### src/include/flash_cmd_cfg.svh
// Constants for the serial flash latch and erase command block
`ifndef FLASH_CMD_CFG_SVH
`define FLASH_CMD_CFG_SVH
`define OP_LATCH_SET 8'h06
`define OP_LATCH_CLEAR 8'h04
`define OP_SUBSECTOR_ERASE 8'h20
`define OP_SECTOR_ERASE 8'hD8
`define OP_ARRAY_ERASE 8'hC7
`define OP_SUSPEND 8'h75
`define OP_RESUME 8'h7A
`define FSR_PROT_BIT 1
`define FSR_ERASE_BIT 5
`define FSR_SUSP_BIT 6
`define FSR_READY_BIT 7
`define FSR_RESET 8'h80
// Erase times in microseconds, shortened by default for simulation
`define SUBSECTOR_ERASE_TIME_US 10
`define SECTOR_ERASE_TIME_US 20
`define ARRAY_ERASE_TIME_US 40
`define CLK_MHZ 40
`define US_TO_CYC(t) ((t) * `CLK_MHZ)
`define REG_CTRL 8'h00
`define REG_ADDR 8'h04
`define REG_STATUS 8'h08
`define REG_IRQ_STAT 8'h0C
`define REG_IRQ_MASK 8'h10
`define SCK_HALF 4
`endif

### src/include/flash_cmd_pkg.sv
// Types for the two ends of the flash command link: erase kinds for the device, engine states for the host
package flash_cmd_pkg;
   typedef enum logic [2:0] {
      ER_NONE = 3'b000,
      ER_SUBSECTOR = 3'b001,
      ER_SECTOR = 3'b010,
      ER_ARRAY = 3'b011
   } erase_kind_t;
   typedef enum logic [1:0] {
      H_IDLE = 2'b00,
      H_SHIFT = 2'b01,
      H_GAP = 2'b10
   } host_state_t;
endpackage : flash_cmd_pkg

### src/include/flash_link_if.sv
// Serial link between flash controller and flash device
interface flash_link_if;
   logic cs_n;
   logic sck;
   logic serial_line_zero;
   modport device (input cs_n, input sck, input serial_line_zero);
   modport host (output cs_n, output sck, output serial_line_zero);
endinterface : flash_link_if

### src/verilog/flash_cmd_device.sv
// Flash device end: write enable latch and erase command sequencing
//
// The Wishbone register port and the register addresses are this design's own decisions.
`include "flash_cmd_cfg.svh"
module flash_cmd_device #(
   parameter int SECTORS = 128,
   parameter int SUBSECTOR_BITS = 12,
   parameter int SECTOR_BITS = 16,
   parameter int TIMEOUT_CYC = 1 << 20,
   parameter int SSE_CYC = `US_TO_CYC(`SUBSECTOR_ERASE_TIME_US),
   parameter int SE_CYC = `US_TO_CYC(`SECTOR_ERASE_TIME_US),
   parameter int BE_CYC = `US_TO_CYC(`ARRAY_ERASE_TIME_US)
) (
   input wire logic clk_i,
   input wire logic rst_i,
   flash_link_if.device link,
   input wire logic [SECTORS-1:0] sector_lock_i,
   input wire logic [SECTORS-1:0] sector_protect_i,
   input wire logic erase_fail_i,
   output logic wel_o,
   output logic wip_o,
   output logic [7:0] flag_status_o,
   output logic erase_start_o,
   output logic [23:0] erase_addr_o,
   output logic [2:0] erase_kind_o
);
   // Erase times must stay under the timeout, or erases of that kind would fail
   if (SECTORS < 1 || SECTORS > (1 << (24 - SECTOR_BITS)) || SUBSECTOR_BITS > SECTOR_BITS ||
       SSE_CYC < 1 || SE_CYC < 1 || BE_CYC < 1 || SSE_CYC >= TIMEOUT_CYC ||
       SE_CYC >= TIMEOUT_CYC || BE_CYC >= TIMEOUT_CYC) begin : g_bad_param
      $error("flash_cmd_device parameters out of range");
   end
   logic [2:0] cs_sync_reg, sck_sync_reg, d_sync_reg;
   logic cs_n_reg, sck_reg, d_reg, sck_prev_reg;
   logic [7:0] op_reg;
   logic [23:0] addr_reg;
   logic [5:0] bit_cnt_reg;
   logic wel_reg, wip_reg, susp_reg, erase_start_reg;
   logic [7:0] fsr_reg;
   logic [31:0] timer_reg;
   logic [31:0] run_cyc_reg;
   flash_cmd_pkg::erase_kind_t kind_reg;
   logic sck_rise, cs_rise, cmd_done;

   // Three-stage capture; a change counts once stages two and three agree
   always_ff @(posedge clk_i) begin
      cs_sync_reg <= {cs_sync_reg[1:0], link.cs_n};
      sck_sync_reg <= {sck_sync_reg[1:0], link.sck};
      d_sync_reg <= {d_sync_reg[1:0], link.serial_line_zero};
      if (rst_i) begin
         cs_n_reg <= 1'b1;
         sck_reg <= 1'b0;
         d_reg <= 1'b0;
         sck_prev_reg <= 1'b0;
      end else begin
         if (cs_sync_reg[1] == cs_sync_reg[2]) cs_n_reg <= cs_sync_reg[2];
         if (sck_sync_reg[1] == sck_sync_reg[2]) sck_reg <= sck_sync_reg[2];
         if (d_sync_reg[1] == d_sync_reg[2]) d_reg <= d_sync_reg[2];
         sck_prev_reg <= sck_reg;
      end
   end

   // Data passes through the same pipeline as the clock, so it is stable at the edge
   assign sck_rise = sck_reg && !sck_prev_reg && !cs_n_reg;
   assign cs_rise = (cs_sync_reg[1] == cs_sync_reg[2]) && cs_sync_reg[2] && !cs_n_reg;

   function automatic logic needs_addr(input logic [7:0] op);
      needs_addr = (op == `OP_SUBSECTOR_ERASE) || (op == `OP_SECTOR_ERASE);
   endfunction : needs_addr

   // Shifter: opcode then address, most significant bit first
   always_ff @(posedge clk_i) begin
      if (rst_i || cs_n_reg) begin
         op_reg <= 8'h00;
         addr_reg <= 24'h00_0000;
         bit_cnt_reg <= 6'h00;
      end else if (sck_rise) begin
         if (bit_cnt_reg < 6'h08) op_reg <= {op_reg[6:0], d_reg};
         else addr_reg <= {addr_reg[22:0], d_reg};
         if (bit_cnt_reg != 6'h3F) bit_cnt_reg <= bit_cnt_reg + 6'h01;
      end
   end

   // Select must rise exactly at the last byte boundary of the command
   assign cmd_done = cs_rise && (needs_addr(op_reg) ? bit_cnt_reg == 6'h20
                                                    : bit_cnt_reg == 6'h08);

   function automatic logic [31:0] sector_of(input logic [23:0] a);
      sector_of = 32'(a >> SECTOR_BITS);
   endfunction : sector_of

   // Latch, busy, flags and erase timer
   always_ff @(posedge clk_i) begin
      if (rst_i) begin
         wel_reg <= 1'b0;
         wip_reg <= 1'b0;
         susp_reg <= 1'b0;
         fsr_reg <= `FSR_RESET;
         timer_reg <= 32'h0000_0000;
         run_cyc_reg <= 32'h0000_0000;
         kind_reg <= flash_cmd_pkg::ER_NONE;
         erase_start_reg <= 1'b0;
         erase_addr_o <= 24'h00_0000;
      end else begin
         erase_start_reg <= 1'b0;
         if (wip_reg && !susp_reg) begin
            timer_reg <= timer_reg + 32'h0000_0001;
            if (erase_fail_i || timer_reg >= 32'(TIMEOUT_CYC)) begin
               wip_reg <= 1'b0;
               wel_reg <= 1'b0;
               fsr_reg[`FSR_ERASE_BIT] <= 1'b1;
               fsr_reg[`FSR_READY_BIT] <= 1'b1;
               kind_reg <= flash_cmd_pkg::ER_NONE;
            end else if (timer_reg + 32'h0000_0001 >= run_cyc_reg) begin
               wip_reg <= 1'b0;
               fsr_reg[`FSR_READY_BIT] <= 1'b1;
               kind_reg <= flash_cmd_pkg::ER_NONE;
            end
         end
         if (cmd_done) begin
            case (op_reg)
               `OP_LATCH_SET: if (!wip_reg) wel_reg <= 1'b1;
               `OP_LATCH_CLEAR: wel_reg <= 1'b0;
               `OP_SUSPEND: begin
                  if (wip_reg && !susp_reg && kind_reg != flash_cmd_pkg::ER_ARRAY) begin
                     susp_reg <= 1'b1;
                     fsr_reg[`FSR_SUSP_BIT] <= 1'b1;
                  end
               end
               `OP_RESUME: begin
                  if (susp_reg) begin
                     susp_reg <= 1'b0;
                     fsr_reg[`FSR_SUSP_BIT] <= 1'b0;
                  end
               end
               `OP_SUBSECTOR_ERASE, `OP_SECTOR_ERASE, `OP_ARRAY_ERASE: begin
                  if (wel_reg && !wip_reg) begin
                     if ((op_reg == `OP_ARRAY_ERASE && |sector_lock_i) ||
                         (op_reg != `OP_ARRAY_ERASE &&
                          sector_protect_i[sector_of(addr_reg)])) begin
                        fsr_reg[`FSR_PROT_BIT] <= 1'b1;
                        fsr_reg[`FSR_ERASE_BIT] <= 1'b1;
                     end else begin
                        wip_reg <= 1'b1;
                        wel_reg <= 1'b0;
                        fsr_reg[`FSR_READY_BIT] <= 1'b0;
                        timer_reg <= 32'h0000_0000;
                        erase_start_reg <= 1'b1;
                        case (op_reg)
                           `OP_SUBSECTOR_ERASE: begin
                              kind_reg <= flash_cmd_pkg::ER_SUBSECTOR;
                              run_cyc_reg <= 32'(SSE_CYC);
                              erase_addr_o <= (addr_reg >> SUBSECTOR_BITS) << SUBSECTOR_BITS;
                           end
                           `OP_SECTOR_ERASE: begin
                              kind_reg <= flash_cmd_pkg::ER_SECTOR;
                              run_cyc_reg <= 32'(SE_CYC);
                              erase_addr_o <= (addr_reg >> SECTOR_BITS) << SECTOR_BITS;
                           end
                           default: begin
                              kind_reg <= flash_cmd_pkg::ER_ARRAY;
                              run_cyc_reg <= 32'(BE_CYC);
                              erase_addr_o <= 24'h00_0000;
                           end
                        endcase
                     end
                  end
               end
               default: ;
            endcase
         end
      end
   end

   always_ff @(posedge clk_i) begin
      if (rst_i) begin
         wel_o <= 1'b0;
         wip_o <= 1'b0;
         flag_status_o <= `FSR_RESET;
         erase_kind_o <= 3'b000;
         erase_start_o <= 1'b0;
      end else begin
         wel_o <= wel_reg;
         wip_o <= wip_reg;
         flag_status_o <= fsr_reg;
         erase_kind_o <= kind_reg;
         erase_start_o <= erase_start_reg;
      end
   end
endmodule : flash_cmd_device

### src/flat_wrapper.sv
// flat-port wrapper written by rule: the top's interface ports become plain ports
module flash_cmd_device_flat 
#(
   parameter int SECTORS = 128,
   parameter int SUBSECTOR_BITS = 12,
   parameter int SECTOR_BITS = 16,
   parameter int TIMEOUT_CYC = 1 << 20,
   parameter int SSE_CYC = `US_TO_CYC(`SUBSECTOR_ERASE_TIME_US),
   parameter int SE_CYC = `US_TO_CYC(`SECTOR_ERASE_TIME_US),
   parameter int BE_CYC = `US_TO_CYC(`ARRAY_ERASE_TIME_US)
)
  (clk_i, rst_i, sector_lock_i, sector_protect_i, erase_fail_i, wel_o, wip_o, flag_status_o, erase_start_o, erase_addr_o, erase_kind_o, link_cs_n, link_sck, link_serial_line_zero);
  flash_link_if link_i ();
  input wire logic clk_i;
  input wire logic rst_i;
  input wire logic [SECTORS-1:0] sector_lock_i;
  input wire logic [SECTORS-1:0] sector_protect_i;
  input wire logic erase_fail_i;
  output logic wel_o;
  output logic wip_o;
  output logic [7:0] flag_status_o;
  output logic erase_start_o;
  output logic [23:0] erase_addr_o;
  output logic [2:0] erase_kind_o;
  input wire logic [$bits(link_i.cs_n)-1:0] link_cs_n;
  input wire logic [$bits(link_i.sck)-1:0] link_sck;
  input wire logic [$bits(link_i.serial_line_zero)-1:0] link_serial_line_zero;
  assign link_i.cs_n = link_cs_n;
  assign link_i.sck = link_sck;
  assign link_i.serial_line_zero = link_serial_line_zero;
  flash_cmd_device #(.SECTORS(SECTORS), .SUBSECTOR_BITS(SUBSECTOR_BITS), .SECTOR_BITS(SECTOR_BITS), .TIMEOUT_CYC(TIMEOUT_CYC), .SSE_CYC(SSE_CYC), .SE_CYC(SE_CYC), .BE_CYC(BE_CYC)) u_core (.clk_i(clk_i), .rst_i(rst_i), .link(link_i), .sector_lock_i(sector_lock_i), .sector_protect_i(sector_protect_i), .erase_fail_i(erase_fail_i), .wel_o(wel_o), .wip_o(wip_o), .flag_status_o(flag_status_o), .erase_start_o(erase_start_o), .erase_addr_o(erase_addr_o), .erase_kind_o(erase_kind_o));
endmodule
### config.mk
export PLATFORM = sky130hd
export DESIGN_NAME = flash_cmd_device_flat
export DESIGN_NICKNAME = d
export VERILOG_FILES = /design/src/include/flash_cmd_pkg.sv /design/src/include/flash_link_if.sv /design/src/verilog/flash_cmd_device.sv /design/src/flat_wrapper.sv
export VERILOG_INCLUDE_DIRS = /design/src /design/src/include
export SDC_FILE = /design/constraint.sdc
export NUM_CORES = 1
export LEC_CHECK = 0
export ABC_AREA = 1
export BUFFER_PORTS_ARGS = -buffer_cell sky130_fd_sc_hd__buf_2
export CORE_ASPECT_RATIO = 0.9
export CORE_UTILIZATION = 36
export CTS_CLUSTER_DIAMETER = 50
export DETAILED_ROUTE_END_ITERATION = 12
export PLACE_DENSITY = 0.7
export SLEW_MARGIN = 40
export SYNTH_ARGS = -nofsm -noshare
export SYNTH_HDL_FRONTEND = slang
export SYNTH_SLANG_ARGS = --single-unit
### constraint.sdc
create_clock -name clk_i -period 5.2 [get_ports clk_i]
set_input_delay 0.78 -clock clk_i [delete_from_list [all_inputs] [get_ports clk_i]]
set_output_delay 0.78 -clock clk_i [all_outputs]
set_load 0.01 [all_outputs]
**Word level (Yosys, flattened, before mapping)**

Cells that the tools add are included.

- Reductions and logical operators: 29
- $lt $le $gt $ge: 4
- Add/sub/neg operators: 2
- Bitwise logic cells: 5
- Mux-type cells: 49
- Equality and inequality tests: 17

Operator list:

| kind | count |
|---|---|
| $mux W32 | 5 |
| $reduce_or A128 Y1 | 1 |
| $pmux W24 S2 | 1 |
| $add A32 B1 Y32 const B | 1 |
| $ge A32 B21 Y1 const B | 1 |
| $ge A32 B32 Y1 | 1 |
| $mux W1 | 29 |
| $mux W3 | 8 |
| $pmux W11 S2 | 1 |
| $eq A8 B3 Y1 const B | 2 |
| $eq A8 B7 Y1 const B | 2 |
| $eq A8 B8 Y1 const B | 2 |
| $reduce_and A4 Y1 | 3 |
| $logic_and A1 B1 Y1 | 10 |
| $eq A8 B6 Y1 const B | 1 |
| $lt A8 B8 Y1 const B | 1 |
| $ne A8 B8 Y1 const B | 1 |
| $bmux W1 S7 | 1 |
| $add A6 B1 Y6 const B | 1 |
| $eq A6 B4 Y1 const B | 1 |
| $eq A6 B6 Y1 const B | 1 |
| $lt A6 B4 Y1 const B | 1 |
| $ne A6 B6 Y1 const B | 1 |
| $reduce_and A2 Y1 | 3 |
| 13 further kinds | 27 |

- Register bits: 160
- Output and inout bits: 38

**Logic depth before layout (Yosys ltp)**

Gate-level depths: netlist of run 1.

- Depth in word-level cells: 9
- Depth in mapped cells: 21
- Depth with buffers taken out: 21

**Least setup slack after synthesis of run 1**

No wires, ideal clock.

- Path type: reg2reg
- Start point: reg u_core.timer_reg[3]
- End point: reg u_core.kind_reg[2]
- Slack: 2.955 ns
- Buffers on the path: 0
- Setup time: 0.115 ns
- Data arrival time: 2.129 ns
- Cell stages (with the launch flop): 21
- Cells stage by stage: dfxtp_1 > inv_1 > nor3_1 > nand2_1 > nor2_1 > inv_1 > nand2_1 > inv_1 > ha_1 > nand2_1 > nor2_1 > nand2_1 > o211ai_1 > nand3_1 > nand2_1 > nand2_1 > nand2_1 > nor2_1 > nand3_1 > nand2_1 > and3_1

- Word-level cells in the longest chain between the ends: 9
- Elaborated cells on any way between the ends: 11
- Classes of those cells: 1 x add/sub; 2 x order compare; 7 x mux; 1 x reduce/logical

Ends and longest elaborated chain:

| element | line | source |
|---|---|---|
| from (decl) | flash_cmd_device.sv:40 | `logic [31:0] timer_reg;` |
| from (signal assigned) | flash_cmd_device.sv:107 | `timer_reg <= timer_reg + 32'h0000_0001;` |
| $add A32 B1 Y32 | flash_cmd_device.sv:114 | `end else if (timer_reg + 32'h0000_0001 >= run_cyc_reg) begin` |
| $ge A32 B32 Y1 | flash_cmd_device.sv:114 |  |
| $mux W3 | flash_cmd_device.sv:114 |  |
| $mux W3 * | flash_cmd_device.sv:108 | `if (erase_fail_i \|\| timer_reg >= 32'(TIMEOUT_CYC)) begin` |
| $mux W3 * | flash_cmd_device.sv:106 | `if (wip_reg && !susp_reg) begin` |
| $mux W3 | flash_cmd_device.sv:138 | `` if ((op_reg == `OP_ARRAY_ERASE && \|sector_lock_i) \|\| `` |
| $mux W3 | flash_cmd_device.sv:137 | `if (wel_reg && !wip_reg) begin` |
| $mux W3 | flash_cmd_device.sv:121 | `case (op_reg)` |
| $mux W3 * | flash_cmd_device.sv:120 | `if (cmd_done) begin` |
| to (signal assigned) | flash_cmd_device.sv:117 | `kind_reg <= flash_cmd_pkg::ER_NONE;` |
| to (signal assigned) | flash_cmd_device.sv:151 | `kind_reg <= flash_cmd_pkg::ER_SUBSECTOR;` |
| to (signal assigned) | flash_cmd_device.sv:156 | `kind_reg <= flash_cmd_pkg::ER_SECTOR;` |
| to (decl) | flash_cmd_device.sv:42 | `flash_cmd_pkg::erase_kind_t kind_reg;` |

Mark *: on every way between the ends. The rest lies on a longest branch, timed or not.
A chain may end at the register's enable or synchronous reset.

**Worst setup path in the final report of run 1**

- Start point: reg u_core.addr_reg[18]
- End point: reg u_core.run_cyc_reg[9]

- Word-level cells in the longest chain between the ends: 6

Ends and longest elaborated chain:

| element | line | source |
|---|---|---|
| from (decl) | flash_cmd_device.sv:36 | `logic [23:0] addr_reg;` |
| from (signal assigned) | flash_cmd_device.sv:79 | `else addr_reg <= {addr_reg[22:0], d_reg};` |
| $bmux W1 S7 | flash_cmd_device.sv:140 | `sector_protect_i[sector_of(addr_reg)])) begin` |
| $mux W1 (implied by the code) | flash_cmd_device.sv:140 |  |
| $logic_and A1 B1 Y1 | flash_cmd_device.sv:139 | `` (op_reg != `OP_ARRAY_ERASE && `` |
| $logic_or A1 B1 Y1 | flash_cmd_device.sv:138 |  |
| $not A1 Y1 (no source line) | n/a |  |
| $reduce_and A4 Y1 (no source line) | n/a |  |
| to (signal assigned) | flash_cmd_device.sv:152 | `run_cyc_reg <= 32'(SSE_CYC);` |
| to (signal assigned) | flash_cmd_device.sv:157 | `run_cyc_reg <= 32'(SE_CYC);` |
| to (signal assigned) | flash_cmd_device.sv:162 | `run_cyc_reg <= 32'(BE_CYC);` |
| to (decl) | flash_cmd_device.sv:41 | `logic [31:0] run_cyc_reg;` |

Every way passes these cells. The select of a mux whose other input is x is not followed.

==> results of run 1 <==
how the worst min path moves through the flow:
stage,from,endpoint,slack [ns],cells after the start
final,u_core.d_sync_reg[0],u_core.d_sync_reg[1],0.33,0
after global placement,u_core.d_sync_reg[0],u_core.d_sync_reg[1],0.31,0
after floorplan,u_core.cs_sync_reg[0],u_core.cs_sync_reg[1],0.31,0
after CTS,u_core.d_sync_reg[0],u_core.d_sync_reg[1],0.33,0
after global routing,u_core.d_sync_reg[0],u_core.d_sync_reg[1],0.33,0
after detailed placement,u_core.d_sync_reg[0],u_core.d_sync_reg[1],0.31,0
synthesized netlist by cell type:
library cell,number,area [µm²]
a211oi_1,2,15.0
a21boi_0,1,7.51
a21oi_1,80,400
a31oi_1,1,6.26
and2_0,1,6.26
and2_1,1,6.26
and3_1,2,12.5
and3b_1,3,26.3
buf_1,2,7.51
buf_2,14,70.1
buf_4,26,195
buf_6,2,22.5
clkbuf_1,25,93.8
clkinv_1,4,15.0
conb_1,1,3.75
dfxtp_1,121,2420
ha_1,12,150
inv_1,96,360
inv_2,4,15.0
nand2_1,286,1070
nand2_2,4,25.0
nand3_1,132,661
nand3_2,2,20.0
nand3b_1,3,22.5
nand4_1,41,257
nor2_1,113,424
nor2_2,2,12.5
nor2_4,1,11.3
nor3_1,22,110
nor3_2,1,10.0
nor3b_1,2,15.0
nor4_1,27,169
o211ai_1,1,7.51
o21a_1,2,15.0
o21ai_0,62,310
o21ai_1,2,10.0
o31ai_1,1,7.51
o41ai_1,2,17.5
or2_2,1,6.26
xnor2_1,5,43.8
xor2_1,17,149
metal layers:
layer | GRT usage | share of wire
met3 | 0.0399 | 0.061
met1 | 0.245 | 0.42
met2 | 0.390 | 0.50
met5 | 0 | 0
met4 | 0.0672 | 0.020
metrics by stage:
| step | instance area, µm² | utilization | total power (µW) | cells |
|---|---|---|---|---|
| floorplan | 7270 | - | 1030 | 1142 |
| global placement | 8660 | 0.446 | 1130 | 1612 |
| detailed placement | 8660 | 0.447 | 1130 | 1612 |
| CTS | 9270 | 0.478 | 2350 | 1644 |
| global route | 9280 | 0.478 | 2410 | 1645 |
| finish | 9280 | 0.478 | 2320 | 1645 |
layout make-up:
cell class / instances / area [µm²]
clock inverters: 14 / 173
flip-flops and latches: 121 / 2420
clock buffers: 18 / 439
diodes: 1 / 2.50
multi-input cells: 848 / 4070
inverters: 104 / 394
well taps: 250 / 313
repair buffers: 289 / 1460
fillers: 2003 / 10100
report_power, final:
part / switching, µW / leakage (µW) / internal [µW] / total, µW
Combinational: 82.5 / 0.00299 / 92.1 / 175
Clock: 443 / 0.000297 / 768 / 1210
Sequential: 3.77 / 0.000979 / 933 / 937
worst max-delay path, stage by stage (launching register included):
cell and delay [ns]:
dfxtp_1 0.72, clkinv_1 0.63, nand3_1 0.24, nand2_1 0.08, nand2_1 0.06, nand3_1 0.08
nand3_1 0.08, nand2_1 0.07, nand2_1 0.07, nand3_2 0.07, nand2_2 0.26, nand2_2 0.40
nor2_2 0.25, nand2_1 0.11, nand2_1 0.09
cells by family (layout without fill, tap and decap cells):
| family | after synthesis | in the layout |
|---|---|---|
| buffers and inverters | 173 | 425 |
| xor gates and xnor gates | 22 | 22 |
| DFF | 121 | 121 |
| AOI/OAI and AO/OA | 154 | 154 |
| other | 1 | 17 |
| adders and majority gates | 12 | 12 |
| and+or+nand+nor | 644 | 644 |
==> run summary, run 1 <==
* result of the run: completed
* hold_buf cts: 0
* number of max-cap violations: 0
* latest clock arrival within the worst-skew pair: 0.41 ns
* Cells after Synth: 1127
* slew at the pin closest to its max-slew limit: 0.819 ns
* clock root buffer: clkbuf_16
* standard cell core area: 0.0194 mm²
* mean instance size in the synthesized netlist: 6.40 µm²
* first-pass GRT wire length: 34100 µm
* Tot GR Track Use: 0.212
* worst voltage drop across the vdd grid: 218 µV
* worst clock skew on the final layout: 0.00824 ns
* area delta synth->final: 28.6%
* arrival time at the worst endpoint: 3.63 ns
* portion of the post-synthesis area used by sequential elements: 0.336
* total of cells resized after clock tree synthesis: 0
* Port Buffer Count: 283
* Worst R2R Path Depth: 14
* crit path kind: flip-flop to flip-flop
* number of flip-flops in the largest register: 32
* Final Critical Period: 3.27 ns
* initial DRC count: 474
* setup TNS: 0 ns
* TritonCTS Buffers: 17
* startpoint of the worst-slack reg-to-reg timing path: u_core.addr_reg[18]
* final cycle utilization of the critical path: 0.630
* Via Count: 8171
* DIE HEIGHT: 136 µm
* die area: 0.0206 mm²
* wire length per cell: 13.4 µm
* highest achievable clock rate: 305 MHz
* final weighted congestion in routability-driven placement: 0.894
* number of optimization iterations in the first detailed-route pass: 5
* Setup crit start kind: flip-flop
* count of buffers added by post-CTS timing repair for setup: 0
* smallest hold slack: 0.326 ns
* cell row count: 48
* Synthesis Warnings: 0
* crit path setup slack, layout: 1.93 ns
* static power due to leakage: 0.00426 µW
* end point of the critical path: u_core.run_cyc_reg[9]
* multiplexer area fraction after synthesis: 0
* drt total wl: 22100 µm
* Post-Synth Adder-Cell Area: 0.0208
* Max transition margin: 0.452
* post-placement worst setup slack: 1.89 ns
* number of nets with antenna violations after routing: 0
* Final setup violation count: 0
* x dimension of the die: 151 µm
* most frequent standard cell in the layout excluding fill and tap cells: nand2_1
* cell area after synthesis: 0.00721 mm²
* num ports: 300
* Pwr Density: 250 mW/mm²
* number of max-slew violations in the final report: 0
* compound-cell area share of the yosys netlist: 0.110
* remaining global-route overflow: 0
* terminus of the critical flop-to-flop path: u_core.run_cyc_reg[9]
* Synth Area in Simple Gates: 0.398
* count of clock tree sinks: 121
* via density per instance: 4.97
* CTS clk-pin slew, worst paths: 0.06 ns
* Detailed Place HPWL: 17000 µm
* main combinational cell family by area after synthesis: simple AND/OR/NAND/NOR gates
* maximum number of pins on one net before global-route repair: 67
* clock tree from TritonCTS: built
* Netlist cell types: 41
* starting utilization of the core area: 0.372
* critical path fanouts, max: 26
* fraction of synthesized cell area in xor and xnor cells: 0.0267
* CP Data Required Time: 5.56 ns
* kind of end point of the critical path: flip-flop
* initial antenna violation count: 1
* final net count: 1655
* worst min-delay path category: flip-flop to flip-flop
* unrepaired setup endpoints after global routing: false
* commonest non-fill, non-tap cells in the layout: nand2_1, buf_2, nand3_1
* vias in the first global route: 7195
* number of buffers on the longest clock path: 2
* number of DRC violations after detailed routing: 0
* register-to-register setup slack: 1.93 ns
* H-tree levels: 4
* worst setup path start: u_core.addr_reg[18]
* flops & latches, synth: 121
* fraction of layout instances using a drive strength above 1: 0.243
* number of endpoints with negative hold slack in the final report: 0
Note: power is estimated with default switching activity, not from simulation.
==> run 2, diff against run 1 <==
clock period = 3.2 ns   (was 5.2 ns; I/O delays follow)
==> run 2 against run 1 <==
Against the previous run: final cell count grew 0.55%; register-to-register slack lost 1.6 ns; cell area grew 0.32%; sequential share of layout area shrank 0.084 points; global-route usage grew 0.87 points; largest cell class unchanged; die area is the same.
==> run summary, run 2 (synthesis results as in run 1) <==
* Tot GR Track Use: 0.221, +0.00874
* count of buffers added by post-CTS timing repair for setup: 0, unchanged
* smallest hold slack: 0.162 ns, -0.164 ns
* wire length per cell: 13.9 µm, +3.5%
* fraction of layout instances using a drive strength above 1: 0.247, +0.00343
* min-delay src: link_cs_n
* slew at the pin closest to its max-slew limit: 0.597 ns, -0.222 ns
* Final setup violation count: 0, unchanged
* met3 routed wirelength: 1520 µm, +12%
* vias in the first global route: 7495, +4.2%
* Setup crit start kind: flip-flop
* clock tree from TritonCTS: built
* CTS clk-pin slew, worst paths: 0.06 ns, about the same
* final cycle utilization of the critical path: 0.896, +0.266
* commonest non-fill, non-tap cells in the layout: nand2_1, buf_2, nand3_1
* TritonCTS Buffers: 17, unchanged
* starting utilization of the core area: 0.372, unchanged
* number of optimization iterations in the first detailed-route pass: 5, unchanged
* terminus of the critical flop-to-flop path: u_core.run_cyc_reg[9]
* latest clock arrival within the worst-skew pair: 0.42 ns, about the same
* via density per instance: 4.97, about the same
* CP Data Required Time: 3.56 ns, -2.00 ns
* crit path setup slack, layout: 0.333 ns, -1.59 ns
* number of nets with antenna violations after routing: 0, unchanged
* first-pass GRT wire length: 35600 µm, +4.3%
* critical path fanouts, max: 26, unchanged
* Pwr Density: 395 mW/mm², +58%
* number of max-slew violations in the final report: 0, unchanged
* area delta synth->final: 29.0%
* initial DRC count: 516, +8.9%
* count of clock tree sinks: 121, unchanged
* number of DRC violations after detailed routing: 0, unchanged
* post-placement worst setup slack: 0.276 ns, -1.62 ns
* H-tree levels: 4, unchanged
* delay of the slowest cell on the worst path: 0.41 ns, -0.31 ns
* area of all placed cells without fillers: 0.00931 mm², +0.32%
* Worst path slowest cell: nand2_1
* fill cell total of the finished layout: 2036, +1.6%
* detailed route wirelength on metal2: 11400 µm, +3.4%
* cell row count: 48, unchanged
* worst setup path start: u_core.op_reg[4]
* num ports: 300, unchanged
* result of the run: completed
* worst clock skew on the final layout: 0.00753 ns, -0.000704 ns
* DIE HEIGHT: 136 µm, unchanged
* most frequent standard cell in the layout excluding fill and tap cells: nand2_1
* hold_buf cts: 0, unchanged
* maximum number of pins on one net before global-route repair: 37, -45%
* number of endpoints with negative hold slack in the final report: 0, unchanged
* worst min-delay path category: input pin to flip-flop
* initial antenna violation count: 3, +2
* highest achievable clock rate: 349 MHz, +14%
* remaining global-route overflow: 0, unchanged
* unrepaired setup endpoints after global routing: false
* drt total wl: 23000 µm, +4.1%
* total of cells resized after clock tree synthesis: 0, unchanged
* final net count: 1664, +0.54%
* static power due to leakage: 0.00427 µW, +0.27%
* DR top layer: met4
* total placed instance area: 0.00872 mm², +0.71%
* clock root buffer: clkbuf_16
* number of flip-flops in the largest register: 32, unchanged
* Via Count: 8219, +0.59%
* kind of end point of the critical path: flip-flop
* number of buffers on the longest clock path: 2, unchanged
* crit path kind: flip-flop to flip-flop
* Worst R2R Path Depth: 13, -1
* Max transition margin: 0.598, +0.146
* cell mode on critical path: nand2_1
* final weighted congestion in routability-driven placement: 0.909, +1.7%
* x dimension of the die: 151 µm, unchanged
* Final Critical Period: 2.87 ns, -0.407 ns
* final total power: 3680 µW, +58%
* worst voltage drop across the vdd grid: 331 µV, +52%
* Detailed Place HPWL: 17900 µm, +4.9%
* number of max-cap violations: 0, unchanged
* startpoint of the worst-slack reg-to-reg timing path: u_core.op_reg[4]
* Port Buffer Count: 283, unchanged
* routed length on met1: 9770 µm, +4.9%
* register-to-register setup slack: 0.33 ns, -1.59 ns
* die area: 0.0206 mm², unchanged
* instance count along the most critical hold path: 1, +1
* cells traversed along the worst timing path: inv_1 > nand2_1 > nor3_1 > nand2_1 > nand2_2 > inv_2 > o21ai_1 > nand3_1 > nor3_2 > nand2_2 > nor2_2 > nand2_1 > nand2_1
* setup TNS: 0 ns, unchanged
* standard cell core area: 0.0194 mm², unchanged
* destination of the worst hold path: u_core.cs_sync_reg[0]
* arrival time at the worst endpoint: 3.23 ns, -0.40 ns
run 2: worst max-delay path, delay by kind of cell (launching register included):
| kind | cells | cell delay, ns |
|---|---|---|
| DFF | 1 | 0.33 |
| buffers and inverters | 2 | 0.16 |
| AOI/OAI and AO/OA | 1 | 0.12 |
| and+or+nand+nor | 10 | 2.20 |
run 2: power by group:
part	leakage [µW]	switching [µW]	total (µW)	internal, µW
Combinational	0.00303	135	287	152
Sequential	0.000979	6.83	1520	1520
Clock	0.000267	725	1870	1140
run 2: routing by layer:
layer	vias up	track usage
li1	4238	-
met1	3619	0.261
met2	337	0.400
met3	25	0.0436
met4	0	0.0633
met5	-	0
run 2: area by class of cell:
cell class | count | area [µm²] | area share
Sequential cell | 121 | 2420 | 0.260
Clock buffer | 17 | 425 | 0.0457
Tap cell | 250 | 313 | 0.0336
Timing Repair Buffer | 298 | 1530 | 0.164
Clock inverter | 15 | 155 | 0.0167
Multi-Input combinational cell | 848 | 4070 | 0.437
Inverter | 104 | 390 | 0.0419
Antenna cell | 1 | 2.50 | 0.000269
run 2: metrics by stage:
| step | util | cells |
|---|---|---|
| 2_1_floorplan | - | 1142 |
| 3_3_place_gp | 0.450 | 1621 |
| 3_5_place_dp | 0.450 | 1621 |
| 4_1_cts | 0.480 | 1653 |
| 5_1_grt | 0.480 | 1654 |
| 6_report | 0.480 | 1654 |
run 2: how the worst max path moves through the flow:
stage,endpoint,slack (ns)
after floorplan,u_core.kind_reg[2],0.96
after global placement,u_core.run_cyc_reg[9],0.31
after detailed placement,u_core.run_cyc_reg[9],0.28
after CTS,u_core.run_cyc_reg[9],0.39
after global routing,u_core.run_cyc_reg[9],0.08
final,u_core.run_cyc_reg[9],0.33
